==> src/tcc_consts.svh <==
// register offsets, field positions, reset values and timing counts for the capture/compare block
`ifndef TCC_CONSTS_SVH
`define TCC_CONSTS_SVH

// register byte offsets
`define TCC_OFF_MAXV 8'h00
`define TCC_OFF_FLAGS 8'h04
`define TCC_OFF_IRQEN 8'h08
`define TCC_OFF_DMAEN 8'h0C
`define TCC_OFF_CC_BASE 8'h10
`define TCC_CC_STRIDE 8'h08
`define TCC_OFF_CC_DATA 8'h04

// event flag register bit positions
`define TCC_FLG_MAX 0
`define TCC_FLG_ZERO 1
`define TCC_FLG_CC 8
`define TCC_FLG_OW 16

// dma enable register bit positions
`define TCC_DMA_CC 0
`define TCC_DMA_MZ 16

// capture edge select codes
`define TCC_EDGE_NONE 2'h0
`define TCC_EDGE_RISE 2'h1
`define TCC_EDGE_FALL 2'h2
`define TCC_EDGE_BOTH 2'h3

// compare buffer load modes
`define TCC_BUF_DIRECT 3'h0
`define TCC_BUF_AT_ZERO 3'h1
`define TCC_BUF_AT_MAX 3'h2

// reset values
`define TCC_RST_MAXV 16'hFFFF
`define TCC_RST_DATA 16'h0000

// apb answers after one access cycle
`define TCC_APB_WAIT 1
`endif

==> src/tcc_pkg.sv <==
// types shared by the capture/compare block
package tcc_pkg;
   // counting mode reported by the counter block
   typedef enum logic [1:0] {
      TCC_CNT_UP,
      TCC_CNT_DOWN,
      TCC_CNT_UPDOWN
   } tcc_cnt_mode_t;

   // per-circuit control register
   typedef struct packed {
      logic sync_capture_select;
      logic [1:0] capture_edge_select;
      logic [1:0] capture_source_select;
      logic [2:0] compare_buffer_load_mode;
      logic cc_mode_select;
   } tcc_ctl_t;

   // counter block status feeding the circuits
   typedef struct packed {
      logic run;
      logic tick;
      tcc_cnt_mode_t mode;
      logic [15:0] value;
   } tcc_cnt_t;
endpackage

==> src/tcc_block.sv <==
// compare/capture circuits of one 16-bit timer channel with apb registers
//
// Our own choices: the address map and the APB register port.
`timescale 1ns/1ps
`include "tcc_consts.svh"

module tcc_block #(
   parameter int N_CC = 2
) (
   // clock, reset, enable
   input wire logic pclk,
   input wire logic presetn,
   input wire logic ce,
   // apb slave
   input wire logic psel,
   input wire logic penable,
   input wire logic pwrite,
   input wire logic [7:0] paddr,
   input wire logic [31:0] pwdata,
   output logic [31:0] prdata,
   output logic pready,
   output logic pslverr,
   // counter block status
   input tcc_pkg::tcc_cnt_t cnt,
   // shared pins and trigger sources
   input wire logic [N_CC-1:0] cap_pin_in,
   input wire logic [N_CC-1:0] ext_trig_in,
   input wire logic [N_CC-1:0] tout_wave_in,
   output logic [N_CC-1:0] timer_output_pin,
   output logic [N_CC-1:0] pin_oe_n,
   // waveform generator events
   output logic [N_CC-1:0] match,
   output logic max_evt,
   output logic zero_evt,
   // dma requests and accepts
   output logic [N_CC-1:0] cc_dma_req,
   input wire logic [N_CC-1:0] cc_dma_ack,
   output logic mz_dma_req,
   input wire logic mz_dma_ack,
   // interrupt request
   output logic irq
);
   import tcc_pkg::*;

   // circuit count must be 2, 4 or 6
   if (N_CC != 2 && N_CC != 4 && N_CC != 6) begin : g_bad_count
      $error("tcc_block: N_CC must be 2, 4 or 6");
   end

   // state
   logic [15:0] maxv_q, maxv_d;
   logic max_flag_q, max_flag_d;
   logic zero_flag_q, zero_flag_d;
   logic [N_CC-1:0] cc_flag_q, cc_flag_d;
   logic [N_CC-1:0] ow_flag_q, ow_flag_d;
   logic [31:0] irqen_q, irqen_d;
   logic [31:0] dmaen_q, dmaen_d;
   tcc_ctl_t [N_CC-1:0] ctl_q, ctl_d;
   logic [N_CC-1:0][15:0] data_q, data_d;
   logic [N_CC-1:0][15:0] buf_q, buf_d;
   logic [N_CC-1:0] prev_q, smp_q, src_sel;
   logic [N_CC-1:0] cmp_evt, cap_evt;
   logic [31:0] rd_data;
   logic pready_q;
   logic [31:0] prdata_q;
   logic pslverr_q;

   // apb decode; a write lands only at the edge that completes the access
   logic acc_done, wr_en, setup, addr_ok;
   logic [7:0] cc_rel;
   logic [3:0] cc_idx;
   logic cc_area;
   assign setup = psel && !penable;
   assign acc_done = psel && penable && pready_q;
   assign wr_en = acc_done && pwrite;
   assign cc_rel = paddr - `TCC_OFF_CC_BASE;
   assign cc_idx = cc_rel[6:3];
   // bit 7 of the circuit offset must be clear, or high offsets would alias low circuits
   assign cc_area = (paddr >= `TCC_OFF_CC_BASE) && !cc_rel[7] && (32'(cc_idx) < N_CC) &&
                    (paddr[1:0] == 2'h0);
   assign addr_ok = cc_area || (paddr == `TCC_OFF_MAXV) || (paddr == `TCC_OFF_FLAGS) ||
                    (paddr == `TCC_OFF_IRQEN) || (paddr == `TCC_OFF_DMAEN);

   // true when the completing write targets this offset; the bus terms are arguments
   // so that every continuous assignment calling it re-evaluates when they move
   function automatic logic wr_hit(input logic en, input logic [7:0] addr, input logic [7:0] off);
      wr_hit = en && (addr == off);
   endfunction

   // counter events, only while counting
   logic cnt_tick, at_max, at_zero;
   assign cnt_tick = ce && cnt.run && cnt.tick;
   assign at_max = cnt_tick && (cnt.value == maxv_q);
   assign at_zero = cnt_tick && (cnt.value == 16'h0000);

   // max/zero flags; hardware set wins over a software or dma clear
   logic mz_dma_down, flg_wr;
   assign flg_wr = wr_hit(wr_en, paddr, `TCC_OFF_FLAGS);
   // follows the live count mode, so a mode change retargets a pending reload request
   assign mz_dma_down = (cnt.mode == TCC_CNT_DOWN);
   assign max_flag_d = at_max || (max_flag_q && !(flg_wr && pwdata[`TCC_FLG_MAX]) &&
                       !(mz_dma_ack && mz_dma_req && !mz_dma_down));
   assign zero_flag_d = at_zero || (zero_flag_q && !(flg_wr && pwdata[`TCC_FLG_ZERO]) &&
                        !(mz_dma_ack && mz_dma_req && mz_dma_down));
   assign maxv_d = wr_hit(wr_en, paddr, `TCC_OFF_MAXV) ? pwdata[15:0] : maxv_q;
   assign irqen_d = wr_hit(wr_en, paddr, `TCC_OFF_IRQEN) ? pwdata : irqen_q;
   assign dmaen_d = wr_hit(wr_en, paddr, `TCC_OFF_DMAEN) ? pwdata : dmaen_q;

   // one generated slice per circuit, each set up on its own
   for (genvar m = 0; m < N_CC; m++) begin : g_cc
      logic ctl_wr, data_wr, rise, fall, edge_hit, buf_load;
      logic [7:0] base;
      assign base = 8'(`TCC_OFF_CC_BASE + m * `TCC_CC_STRIDE);
      // offsets match exactly; the gap inside the stride decodes to nothing
      assign ctl_wr = wr_hit(wr_en, paddr, base);
      assign data_wr = wr_hit(wr_en, paddr, 8'(base + `TCC_OFF_CC_DATA)) && !ctl_q[m].cc_mode_select;
      assign ctl_d[m] = ctl_wr ? tcc_ctl_t'(pwdata[8:0]) : ctl_q[m];

      // trigger source: pin, external trigger, or fixed levels for software edges
      assign src_sel[m] = (ctl_q[m].capture_source_select == 2'h0) ? cap_pin_in[m] :
                          (ctl_q[m].capture_source_select == 2'h1) ? ext_trig_in[m] :
                          ctl_q[m].capture_source_select[0];

      // sync mode compares count-clock samples, so pulses between ticks vanish;
      // async mode compares every pclk and keeps short pulses
      assign rise = ctl_q[m].sync_capture_select ? (cnt_tick && src_sel[m] && !smp_q[m]) :
                    (src_sel[m] && !prev_q[m]);
      assign fall = ctl_q[m].sync_capture_select ? (cnt_tick && !src_sel[m] && smp_q[m]) :
                    (!src_sel[m] && prev_q[m]);
      assign edge_hit = (ctl_q[m].capture_edge_select == `TCC_EDGE_RISE && rise) ||
                        (ctl_q[m].capture_edge_select == `TCC_EDGE_FALL && fall) ||
                        (ctl_q[m].capture_edge_select == `TCC_EDGE_BOTH && (rise || fall));
      assign cap_evt[m] = ce && cnt.run && ctl_q[m].cc_mode_select && edge_hit;

      // match on the count clock that brings counter onto the buffer value
      assign cmp_evt[m] = cnt_tick && !ctl_q[m].cc_mode_select && (cnt.value == buf_q[m]);

      // buffer reload, every cycle in direct mode or timed to the count sequence
      assign buf_load = (ctl_q[m].compare_buffer_load_mode == `TCC_BUF_DIRECT) ||
                        (ctl_q[m].compare_buffer_load_mode == `TCC_BUF_AT_ZERO && at_zero) ||
                        (ctl_q[m].compare_buffer_load_mode == `TCC_BUF_AT_MAX && at_max) ||
                        (ctl_q[m].compare_buffer_load_mode[2:1] != 2'h0 &&
                         ctl_q[m].compare_buffer_load_mode != `TCC_BUF_AT_MAX && (at_zero || at_max));
      assign buf_d[m] = buf_load ? data_q[m] : buf_q[m];

      // capture latches the counter; compare data written only in comparator mode
      assign data_d[m] = cap_evt[m] ? cnt.value : (data_wr ? pwdata[15:0] : data_q[m]);

      // flag set wins over a write-1 or dma-accept clear
      assign cc_flag_d[m] = cmp_evt[m] || cap_evt[m] ||
                            (cc_flag_q[m] && !(flg_wr && pwdata[`TCC_FLG_CC + m]) &&
                             !(cc_dma_ack[m] && cc_dma_req[m]));
      assign ow_flag_d[m] = (cap_evt[m] && cc_flag_q[m]) ||
                            (ow_flag_q[m] && !(flg_wr && pwdata[`TCC_FLG_OW + m]));
   end

   // read mux
   always_comb begin
      rd_data = 32'h0000_0000;
      if (paddr == `TCC_OFF_MAXV) begin
         rd_data[15:0] = maxv_q;
      end else if (paddr == `TCC_OFF_FLAGS) begin
         rd_data[`TCC_FLG_MAX] = max_flag_q;
         rd_data[`TCC_FLG_ZERO] = zero_flag_q;
         rd_data[`TCC_FLG_CC +: N_CC] = cc_flag_q;
         rd_data[`TCC_FLG_OW +: N_CC] = ow_flag_q;
      end else if (paddr == `TCC_OFF_IRQEN) begin
         rd_data = irqen_q;
      end else if (paddr == `TCC_OFF_DMAEN) begin
         rd_data = dmaen_q;
      end else if (cc_area) begin
         if (cc_rel[2]) begin
            rd_data[15:0] = data_q[cc_idx];
         end else begin
            rd_data[8:0] = ctl_q[cc_idx];
         end
      end
   end

   // apb response: one access cycle, read data captured in setup
   // a setup presented while ce is low is not seen, so the master must keep ce high
   always_ff @(posedge pclk or negedge presetn) begin
      if (!presetn) begin
         pready_q <= 1'b0;
         prdata_q <= 32'h0000_0000;
         pslverr_q <= 1'b0;
      end else if (ce) begin
         pready_q <= setup;
         if (setup) begin
            prdata_q <= rd_data;
            pslverr_q <= !addr_ok;
         end
      end
   end

   // configuration and flag state
   always_ff @(posedge pclk or negedge presetn) begin
      if (!presetn) begin
         maxv_q <= `TCC_RST_MAXV;
         irqen_q <= 32'h0000_0000;
         dmaen_q <= 32'h0000_0000;
         max_flag_q <= 1'b0;
         zero_flag_q <= 1'b0;
         cc_flag_q <= '0;
         ow_flag_q <= '0;
         ctl_q <= '0;
      end else if (ce) begin
         maxv_q <= maxv_d;
         irqen_q <= irqen_d;
         dmaen_q <= dmaen_d;
         max_flag_q <= max_flag_d;
         zero_flag_q <= zero_flag_d;
         cc_flag_q <= cc_flag_d;
         ow_flag_q <= ow_flag_d;
         ctl_q <= ctl_d;
      end
   end

   // per-circuit data, buffers and trigger history
   always_ff @(posedge pclk or negedge presetn) begin
      if (!presetn) begin
         data_q <= '0;
         buf_q <= '0;
         prev_q <= '0;
         smp_q <= '0;
      end else if (ce) begin
         data_q <= data_d;
         buf_q <= buf_d;
         prev_q <= src_sel;
         if (cnt_tick) begin
            smp_q <= src_sel;
         end
      end
   end

   // registered outputs; the waveform generator sees one-cycle event pulses
   logic [N_CC-1:0] match_q, cc_dma_req_q, pin_q, oe_n_q;
   logic max_evt_q, zero_evt_q, mz_dma_req_q, irq_q;
   logic [31:0] flag_vec;
   // unused positions stay zero so a wide enable word cannot raise a phantom request
   assign flag_vec = {{(16 - N_CC){1'b0}}, ow_flag_q, {(8 - N_CC){1'b0}}, cc_flag_q,
                      6'h00, zero_flag_q, max_flag_q};
   always_ff @(posedge pclk or negedge presetn) begin
      if (!presetn) begin
         match_q <= '0;
         max_evt_q <= 1'b0;
         zero_evt_q <= 1'b0;
         cc_dma_req_q <= '0;
         mz_dma_req_q <= 1'b0;
         irq_q <= 1'b0;
         pin_q <= '0;
         oe_n_q <= '1;
      end else if (ce) begin
         match_q <= cmp_evt;
         max_evt_q <= at_max;
         zero_evt_q <= at_zero;
         cc_dma_req_q <= cc_flag_d & dmaen_q[`TCC_DMA_CC +: N_CC];
         mz_dma_req_q <= dmaen_q[`TCC_DMA_MZ] && (mz_dma_down ? zero_flag_d : max_flag_d);
         irq_q <= |(flag_vec & irqen_q);
         pin_q <= tout_wave_in;
         for (int m = 0; m < N_CC; m++) begin
            oe_n_q[m] <= ctl_d[m].cc_mode_select;
         end
      end
   end

   assign prdata = prdata_q;
   assign pready = pready_q;
   assign pslverr = pslverr_q;
   assign match = match_q;
   assign max_evt = max_evt_q;
   assign zero_evt = zero_evt_q;
   assign cc_dma_req = cc_dma_req_q;
   assign mz_dma_req = mz_dma_req_q;
   assign irq = irq_q;
   assign timer_output_pin = pin_q;
   assign pin_oe_n = oe_n_q;
endmodule

==> config.mk <==
export PLATFORM = sky130hd
export DESIGN_NAME = tcc_block
export DESIGN_NICKNAME = d
export VERILOG_FILES = /design/src/tcc_pkg.sv /design/src/tcc_block.sv
export VERILOG_INCLUDE_DIRS = /design/src
export SDC_FILE = /design/constraint.sdc
export NUM_CORES = 1
export LEC_CHECK = 0
export ABC_AREA = 1
export BUFFER_PORTS_ARGS = -buffer_cell sky130_fd_sc_hd__buf_4
export CAP_MARGIN = 10
export CORE_MARGIN = 2
export CORE_UTILIZATION = 40
export CTS_BUF_LIST = sky130_fd_sc_hd__clkbuf_8
export DETAILED_ROUTE_END_ITERATION = 10
export PLACE_DENSITY = 0.69
export SETUP_SLACK_MARGIN = 0.05
export SLEW_MARGIN = 20
export SYNTH_ARGS = -nofsm -noshare
export SYNTH_HDL_FRONTEND = slang
export SYNTH_SLANG_ARGS = --single-unit
==> constraint.sdc <==
create_clock -name pclk -period 5.3 [get_ports pclk]
set_clock_uncertainty 0.1 [all_clocks]
set_input_delay 1.06 -clock pclk [delete_from_list [all_inputs] [get_ports pclk]]
set_output_delay 1.06 -clock pclk [all_outputs]
set_load 0.01 [all_outputs]
==> impl_metrics.env, run 1 <==
export IMPL_synthSimpleGateAreaFrac_pct=23.5
export IMPL_setup_viol=0
export IMPL_vias=9493
export IMPL_crit_required_ns=5.63
export IMPL_setup_tns_ns=0
export IMPL_ant_nets=0
export IMPL_clock_root_buffer="clkbuf_8"
export IMPL_area_delta_synth_final_pct=18.6
export IMPL_synth_edf_count=0
export IMPL_place_inst=1664
export IMPL_synth_xor_xnor_area_share_pct=1.08
export IMPL_diodes=0
export IMPL_synth_flop_cell="dfrtp_1"
export IMPL_crit_path_top_delay_cell="nand2_1"
export IMPL_slew_violations=0
export IMPL_clkPwrFrac_pct=44.2
export IMPL_drc=0
export IMPL_ys_warn_count=0
export IMPL_crit_buf_inv=2
export IMPL_share_comb_of_total_power_pct=8.7
export IMPL_rsz0062_at_grt="no"
export IMPL_core_um2=26000
export IMPL_io_pins=121
export IMPL_dpl_hpwl_um=21900
export IMPL_final_nets=1448
export IMPL_syn_area_um2=10500
export IMPL_use_met1_pct=31.7
export IMPL_routabilityCongestion=0.916
export IMPL_cts_resized=0
export IMPL_layout_drive_gt1_share_pct=17.3
export IMPL_numCtsBuffers=39
export IMPL_drtPass1Iterations=5
export IMPL_synthTopCellsByArea="dfrtp_1 (48%), nand2_1 (13%), o21ai_0 (5.6%)"
export IMPL_hp_class="reg -> reg"
export IMPL_p_switching_w=0.000939
export IMPL_pwr_share_seq_pct=47.1
export IMPL_die_y_um=166
export IMPL_intPower_w=0.00276
export IMPL_hold_buffers=0
export IMPL_h_tree_depth=2
export IMPL_synthMuxAreaShare_pct=0
export IMPL_rows=59
export IMPL_critPathMaxFanout=32
export IMPL_placement_io_buffers=120
export IMPL_synth_top_area_share_pct=47.5
export IMPL_met2_usage_pct=35.3
export IMPL_regArea_um2=5480
export IMPL_switching_share_pct=25.3
export IMPL_cts_setup_buffers=0
export IMPL_grt_pass1_vias=9077
export IMPL_grt_first_pass_wirelength_um=51000
export IMPL_grt_overflow_total=0
export IMPL_viasPerCell=5.48
export IMPL_instances_no_fill=1732
export IMPL_cts_max_path_buffers=3
export IMPL_antenna_found_initial=0
export IMPL_syn_num_nets=1336
export IMPL_wire_per_inst_um=18.6
export IMPL_powerDensity_nw_per_um2=296
export IMPL_die_w_um=166
export IMPL_clock_sinks=218
export IMPL_yosys_area_top_type="dfrtp_1"
export IMPL_hold_viol_final=0
export IMPL_synthAdderAreaFrac_pct=0.356
export IMPL_cp_top_family="simple AND/OR/NAND/NOR gates"
export IMPL_initial_core_util_pct=40.5
export IMPL_path_class="in -> reg"
export IMPL_drt_iter0_drc=871
export IMPL_multi_input_area_um2=4400
export IMPL_synthTopCellsByCount="nand2_1 (370), dfrtp_1 (200), o21ai_0 (117)"
export IMPL_vdd_drop_max_v=0.000164
export IMPL_cp_start_kind="primary input"
export IMPL_grt_usage_pct=23.2
export IMPL_clk_pin_slew_worst_paths_ns=0.06
export IMPL_tightest_slew_ns=1.07
export IMPL_max_freq_mhz=302
export IMPL_synth_avg_cell_area_um2=8.37
export IMPL_yosysMostFrequentCell="nand2_1"
export IMPL_async_flop_share_pct=100
export IMPL_cp_arrival_ns=3.64
export IMPL_ys_types=42
export IMPL_clock_latency_ns=0.54
export IMPL_grt_max_degree=124
export IMPL_dieArea_um2=27600
export IMPL_synth_cells=1258
export IMPL_ys_seq_elements=218
export IMPL_leakage_nw=6.11
export IMPL_cts_tree="built"
export IMPL_fillers=2545
export IMPL_synth_compound_area_share_pct=16.7
export IMPL_timing_final_crit_share_pct=62.4
export IMPL_drv_cap=0
export IMPL_min_period_ns=3.31
export IMPL_ys_seq_area_share_pct=52.0
export IMPL_slew_headroom_pct=28.1
export IMPL_wl_um=32300
export IMPL_use_met3_pct=5.51
export IMPL_synth_top_family_by_area="simple AND/OR/NAND/NOR gates"
export IMPL_path_cells="buf_4, inv_1, ha_1, nand3_1, nor2_1, nand2_1, o21ai_0"
export IMPL_crit_path_max_incr_delay_ns=0.83
export IMPL_outcome="finished, final reports clean"
export IMPL_endpoint_kind="flip-flop"
export IMPL_top_usage_layer="met2"
worst reg2reg max path, cell delays in order, from the launching register on:
cell,delay [ns]
dfrtp_1,0.37
nand4_1,0.20
nor2_1,0.64
nand2_1,0.76
o21ai_0,0.43
power by group through the flow:
| stage | clock (W) | sequential, W | combinational, W |
|---|---|---|---|
| floorplan | 0 | 0.00177 | 0.000124 |
| global placement | 0 | 0.00177 | 0.000318 |
| detailed placement | 0 | 0.00177 | 0.000321 |
| CTS | 0.00166 | 0.00174 | 0.000324 |
| global route | 0.00175 | 0.00175 | 0.000355 |
| finish | 0.00164 | 0.00174 | 0.000321 |
kinds of logic (layout without fill, tap and decap cells):
group	after synthesis	count (layout)
compound gates	290	290
xor+xnor	13	13
fa+ha+maj	3	3
flops	218	218
simple gates	571	571
buf+inv	163	302
worst paths after layout:
path | startpoint | to | slack [ns] | depth (start not counted)
max | paddr[4] | maxv_q[3]$_DFFE_PN1P_ | 1.99 | 7
max in group asynchronous | presetn | irqen_q[31]$_DFFE_PN0P_ | 3.64 | 2
max reg2reg | pready$_DFFE_PN0P_ | maxv_q[3]$_DFFE_PN1P_ | 2.70 | 4
min in group asynchronous | presetn | dmaen_q[26]$_DFFE_PN0P_ | 0.46 | 1
min reg2reg | pin_oe_n[0]$_DFFE_PN1P_ | pin_oe_n[0]$_DFFE_PN1P_ | 0.37 | 2
min | pin_oe_n[0]$_DFFE_PN1P_ | pin_oe_n[0]$_DFFE_PN1P_ | 0.37 | 2
per-layer routing:
metal	routed length [µm]	vias to the layer above	share of wire, %
met2	14400	414	45
met4	1450	0	4.5
met3	2680	96	8.3
met5	0	-	0
met1	13800	4526	43
li1	-	4457	-
through the flow:
stage | util [%] | hold WS (ns) | instance area [µm²] | total power (W) | setup WS, ns
2_1_floorplan | - | 0.342 | 10500 | 0.00190 | 2.79
3_3_place_gp | 44.9 | 0.357 | 11700 | 0.00209 | 1.67
3_5_place_dp | 44.9 | 0.362 | 11700 | 0.00209 | 1.54
4_1_cts | 48.0 | 0.372 | 12500 | 0.00373 | 2.07
5_1_grt | 48.1 | 0.400 | 12500 | 0.00385 | 1.79
6_report | 48.1 | 0.373 | 12500 | 0.00370 | 1.99
registers in the layout (all words and copies together) (netlist names), 2 cells and up:
name and cells:
buf_q 32, data_q 32, dmaen_q 32, irqen_q 32, prdata 32, ctl_q 18, maxv_q 16, cc_dma_req 2
cc_flag_q 2, match 2, ow_flag_q 2, pin_oe_n 2, prev_q 2, smp_q 2, timer_output_pin 2
cells in the final DEF, fill, tap and decap left out, types with 4 or more instances in the layout:
cell and n:
a21o_1 4, a21oi_1 29, a221oi_1 5, a22o_1 13
a22oi_1 14, buf_4 126, clkbuf_8 50, dfrtp_1 200
dfstp_2 18, inv_1 106, inv_2 14, nand2_1 370
nand2_2 4, nand2_4 6, nand3_1 100, nand4_1 13
nor2_1 49, nor2_2 4, nor3_1 10, o211ai_1 11
o21ai_0 117, o21ai_1 49, o221ai_1 33, o22a_1 6
or2_2 4, xnor2_1 8, xor2_1 5
final cells by class:
type                            count  share of cell area [%]
Sequential cell                   218                    43.9
Multi-Input combinational cell    877                    35.2
Timing Repair Buffer              128                    7.85
Clock buffer                       50                    5.51
Tap cell                          335                    3.36
Inverter                          106                    3.19
Clock inverter                     18                    1.00
No activity file was read; power rests on OpenSTA's default activity.
==> run 2: changes to the inputs <==
- clock period: 5.3 -> 3.3 ns (I/O delays scaled with it)
==> run 2 against run 1 <==
Clock power increased by 57%. Largest cell class unchanged. Global-route usage increased by 0.83 points. Critical endpoint is now irqen_q[27]$_DFFE_PN0P_. Worst setup slack lost 1.0 ns. Sequential share of layout area fell by 0.31 points.
==> impl_metrics.env, run 2 (synthesis results as in run 1) <==
export IMPL_vdd_drop_max_v=0.000239
export IMPL_die_y_um=166
export IMPL_hold_buffers=0
export IMPL_clock_sinks=218
export IMPL_die_w_um=166
export IMPL_tightest_slew_ns=0.754
export IMPL_drc=0
export IMPL_layout_common_cells="nand2_1 (370), dfrtp_1 (200), buf_4 (139)"
export IMPL_viasPerCell=5.56
export IMPL_endpoint_kind="flip-flop"
export IMPL_routabilityCongestion=0.931
export IMPL_ant_nets=0
export IMPL_drtPass1Iterations=6
export IMPL_critPathMaxFanout=28
export IMPL_critPathLaunch="pready$_DFFE_PN0P_"
export IMPL_drt_iter0_drc=915
export IMPL_cts_setup_buffers=0
export IMPL_min_period_ns=2.34
export IMPL_placement_io_buffers=120
export IMPL_dpl_hpwl_um=22900
export IMPL_timing_final_crit_share_pct=70.8
export IMPL_share_comb_of_total_power_pct=8.8
export IMPL_grt_first_pass_wirelength_um=53200
export IMPL_rows=59
export IMPL_dieArea_um2=27600
export IMPL_max_freq_mhz=428
export IMPL_intPower_w=0.00439
export IMPL_core_um2=26000
export IMPL_slew_headroom_pct=49.8
export IMPL_final_common_cell="nand2_1"
export IMPL_io_pins=121
export IMPL_powerDensity_nw_per_um2=469
export IMPL_hp_class="in -> async"
export IMPL_cts_max_path_buffers=3
export IMPL_clk_pin_slew_worst_paths_ns=0.06
export IMPL_drv_cap=0
export IMPL_grt_overflow_total=0
export IMPL_final_cell_area_um2=12600
export IMPL_p_switching_w=0.00151
export IMPL_clock_root_buffer="clkbuf_8"
export IMPL_leakage_nw=6.14
export IMPL_vias=9701
export IMPL_pwr_share_seq_pct=47.6
export IMPL_r2r_start="pready$_DFFE_PN0P_"
export IMPL_hold_viol_final=0
export IMPL_area_delta_synth_final_pct=19.4
export IMPL_final_nets=1462
export IMPL_diodes=0
export IMPL_p_total_w=0.00590
export IMPL_rsz0062_at_grt="no"
export IMPL_cp_start_kind="flip-flop"
export IMPL_cp_arrival_ns=2.62
export IMPL_h_tree_depth=2
export IMPL_outcome="finished, final reports clean"
export IMPL_setup_tns_ns=0
export IMPL_grt_usage_pct=24.1
export IMPL_numCtsBuffers=39
export IMPL_holdWs_ns=0.0664
export IMPL_wire_per_inst_um=18.9
export IMPL_initial_core_util_pct=40.5
export IMPL_setup_viol=0
export IMPL_layout_drive_gt1_share_pct=18.1
export IMPL_clkPwrFrac_pct=43.6
export IMPL_wl_um=33000
export IMPL_cts_resized=0
export IMPL_clock_latency_ns=0.54
export IMPL_dp_slack_ns=0.626
export IMPL_cts_tree="built"
export IMPL_grt_max_degree=96
export IMPL_antenna_found_initial=0
export IMPL_crit_required_ns=3.58
export IMPL_placed_cell_area_um2=11800
export IMPL_setup_slack_ns=0.964
export IMPL_grt_pass1_vias=9545
export IMPL_slew_violations=0
export IMPL_path_class="reg -> reg"
export IMPL_switching_share_pct=25.6
## run 2: worst paths after layout
path                                                         to  slack (ns)  depth (start not counted)
worst max-delay path                    irqen_q[27]$_DFFE_PN0P_        0.96                          6
worst min-delay path                     prdata[27]$_DFFE_PN0P_        0.07                          1
worst max register to register          irqen_q[27]$_DFFE_PN0P_        0.96                          6
worst min register to register  timer_output_pin[1]$_DFFE_PN0P_        0.37                          2
max in group asynchronous               pin_oe_n[0]$_DFFE_PN1P_        2.11                          2
min in group pclk               timer_output_pin[0]$_DFFE_PN0P_        0.25                          3
## run 2: layout make-up
class                      instances  area, µm²
fill                            2495      13400
sequential                       218       5480
multi-input combinational        877       4390
timing repair buffer             142       1100
clock buffer                      51        702
tap                              335        419
inverter                         106        398
clock inverter                    17       93.8
## run 2: power groups by stage
stage / logic (W) / clock network (W) / registers [W]
after floorplan: 0.000200 / 0 / 0.00284
after global placement: 0.000507 / 0 / 0.00285
after detailed placement: 0.000515 / 0 / 0.00285
after CTS: 0.000517 / 0.00261 / 0.00281
after global routing: 0.000569 / 0.00274 / 0.00281
final: 0.000517 / 0.00257 / 0.00281
## run 2: routing by layer
| metal | up-vias | part of all wire [%] | global-route usage [%] |
|---|---|---|---|
| met5 | - | 0 | 0 |
| met4 | 0 | 4.0 | 9.41 |
| met3 | 90 | 8.5 | 4.98 |
| met2 | 446 | 45 | 36.8 |
| met1 | 4681 | 43 | 33.7 |
| li1 | 4484 | - | - |
## run 2: critical path, stage by stage, from the launching register on
cell,delay [ns]
dfrtp_1,0.36
nand4_1,0.22
nor2_1,0.61
nand2_2,0.40
buf_4,0.35
nand2_1,0.09
o21ai_0,0.07
## run 2: through the flow
stage                     utilization [%]  std cells
final                                48.4       1746
after global routing                 48.4       1746
after CTS                            48.4       1746
after detailed placement             45.4       1678
after global placement               45.4       1678
after floorplan                         -       1258
==> run 3: changes to the inputs <==
- PLACE_DENSITY: 0.69 -> 0.71
- clock period: 3.3 -> 1.9 ns (I/O delays scaled with it)
==> run 3 against run 2 <==
The run now ends with setup timing left. Via count is 4.7% higher. First-iteration DRC count is 12% higher. Clock-buffer cell count stayed put. Worst setup slack worse by 1.1 ns. Register-to-register slack worse by 1.1 ns. Global-route usage is 0.068 points lower. Routed wire length is 2.4% higher. Largest cell class unchanged. Largest power group unchanged.
==> impl_metrics.env, run 3 (synthesis results as in run 1) <==
export IMPL_cts_tree="built"
export IMPL_clock_latency_ns=0.54
export IMPL_io_pins=121
export IMPL_die_y_um=166
export IMPL_cp_start_kind="flip-flop"
export IMPL_layout_common_cells="nand2_1 (358), buf_4 (230), dfrtp_1 (200)"
export IMPL_crit_path_max_incr_delay_ns=0.54
export IMPL_dieArea_um2=27600
export IMPL_die_w_um=166
export IMPL_area_delta_synth_final_pct=30.7
export IMPL_crit_buf_inv=2
export IMPL_routabilityCongestion=0.977
export IMPL_dp_slack_ns=-0.275
export IMPL_critPathMaxFanout=8
export IMPL_placement_io_buffers=120
export IMPL_layout_drive_gt1_share_pct=25.4
export IMPL_placed_cell_area_um2=12800
export IMPL_viasPerCell=5.46
export IMPL_initial_core_util_pct=40.5
export IMPL_numCtsBuffers=39
export IMPL_grt_pass1_vias=9764
export IMPL_antenna_found_initial=0
export IMPL_crit_required_ns=2.27
export IMPL_wire_per_inst_um=18.1
export IMPL_diodes=0
export IMPL_grt_overflow_total=0
export IMPL_fillers=2399
export IMPL_violations="setup timing"
export IMPL_core_um2=26000
export IMPL_max_freq_mhz=503
export IMPL_grt_usage_pct=24.0
export IMPL_clock_root_buffer="clkbuf_8"
export IMPL_clock_sinks=218
export IMPL_path_cells="inv_2, nand2_1, nand2_1, nor2_2, nand2_2, nor2_4, nand3_4, nand2_2, nand2_4, nand2_8, buf_12, nand3_1, nand2_1"
export IMPL_slew_headroom_pct=63.7
export IMPL_vdd_drop_max_v=0.000457
export IMPL_rsz0062_at_grt="yes"
export IMPL_h_tree_depth=2
export IMPL_dpl_hpwl_um=23600
export IMPL_vias=10200
export IMPL_final_nets=1577
export IMPL_tightest_slew_ns=0.538
export IMPL_setup_viol=32
export IMPL_drtPass1Iterations=5
export IMPL_final_common_cell="nand2_1"
export IMPL_cts_max_path_buffers=3
export IMPL_rows=59
export IMPL_grt_max_degree=43
export IMPL_path_common_cell="nand2_1"
export IMPL_hp_class="in -> reg"
export IMPL_setup_slack_ns=-0.0894
export IMPL_drc=0
export IMPL_min_period_ns=1.99
export IMPL_wl_um=33800
export IMPL_slew_violations=0
export IMPL_cp_top_family="simple AND/OR/NAND/NOR gates"
export IMPL_ant_nets=0
export IMPL_hold_viol_final=0
export IMPL_powerDensity_nw_per_um2=744
export IMPL_crit_path_top_delay_cell="dfstp_2"
export IMPL_timing_final_crit_share_pct=105
export IMPL_endpoint_kind="flip-flop"
export IMPL_final_cell_area_um2=13800
export IMPL_outcome="finished with violations"
export IMPL_drv_cap=0
export IMPL_leakage_nw=6.81
export IMPL_cp_arrival_ns=2.36
export IMPL_drt_iter0_drc=1025
export IMPL_clk_pin_slew_worst_paths_ns=0.06
export IMPL_grt_first_pass_wirelength_um=53000
export IMPL_path_class="reg -> reg"
run 3: changes by cell type in the layout (fill, tap and decap cells not counted), sizes merged:
cell,change
clkinv,-2
nand2,+1
buf,+108
inv,+3
clkbuf,+1
bufinv,-1
dlygate4sd3,+5
run 3: tightest hold or removal path: cells and delay by family:
kind,cells,cell delay [ns]
compound gates,1,0.11
buf+inv,2,0.11
run 3: cell type report:
class	instances	area [µm²]	share of cell area, %
Clock inverter	17	65.1	0.472
Clock buffer	51	702	5.10
Inverter	106	398	2.89
Multi-Input combinational cell	878	4530	32.9
Tap cell	335	419	3.04
Sequential cell	218	5480	39.8
Timing Repair Buffer	256	2180	15.8
run 3: worst paths after layout:
check	from	slack, ns	cells after the start	end
worst min-delay path	pwdata[26]	0.02	3	dmaen_q[26]$_DFFE_PN0P_
worst min register to register	pin_oe_n[1]$_DFFE_PN1P_	0.37	2	pin_oe_n[1]$_DFFE_PN1P_
worst max register to register	maxv_q[5]$_DFFE_PN1P_	-0.09	13	buf_q[24]$_DFFE_PN0P_
min in group asynchronous	presetn	0.22	2	dmaen_q[3]$_DFFE_PN0P_
max in group asynchronous	presetn	0.85	3	maxv_q[3]$_DFFE_PN1P_
worst max-delay path	maxv_q[5]$_DFFE_PN1P_	-0.09	13	buf_q[24]$_DFFE_PN0P_
run 3: per-layer routing:
layer | routed length, µm | vias to the layer above | global-route usage (%)
li1 | - | 4721 | -
met1 | 14900 | 4897 | 34.3
met2 | 14800 | 475 | 35.8
met3 | 2930 | 67 | 5.46
met4 | 1060 | 0 | 8.70
met5 | 0 | - | 0
run 3: metrics by stage:
step / hold WS (ns) / cells / total power, W / util, % / TNS [ns]
finish: 0.0196 / 1861 / 0.0102 / 53.0 / -1.96
global route: 0.00792 / 1861 / 0.0106 / 53.0 / -4.44
CTS: 0.00135 / 1856 / 0.0103 / 52.4 / -0.0547
detailed placement: 0.175 / 1783 / 0.00596 / 49.1 / -13.65
global placement: 0.176 / 1783 / 0.00595 / 49.1 / -10.22
floorplan: -0.0156 / 1258 / 0.00529 / - / 0
run 3: power breakdown:
part | switching (W) | leakage [nW] | internal [W]
sequential | 0.000113 | 2.92 | 0.00476
combinational | 0.000605 | 3.43 | 0.000440
clock | 0.00194 | 0.456 | 0.00238
total | 0.00266 | 6.81 | 0.00759
run 3: what timing repair did:
action                     in CTS  in global routing
setup endpoints to repair      49                 69
hold buffers                    4                  1
gates cloned                    0                  2
hold endpoints to repair      203                  1
setup buffers                   1                  2
pin swaps                       1                 24
gates resized for setup        11                 29
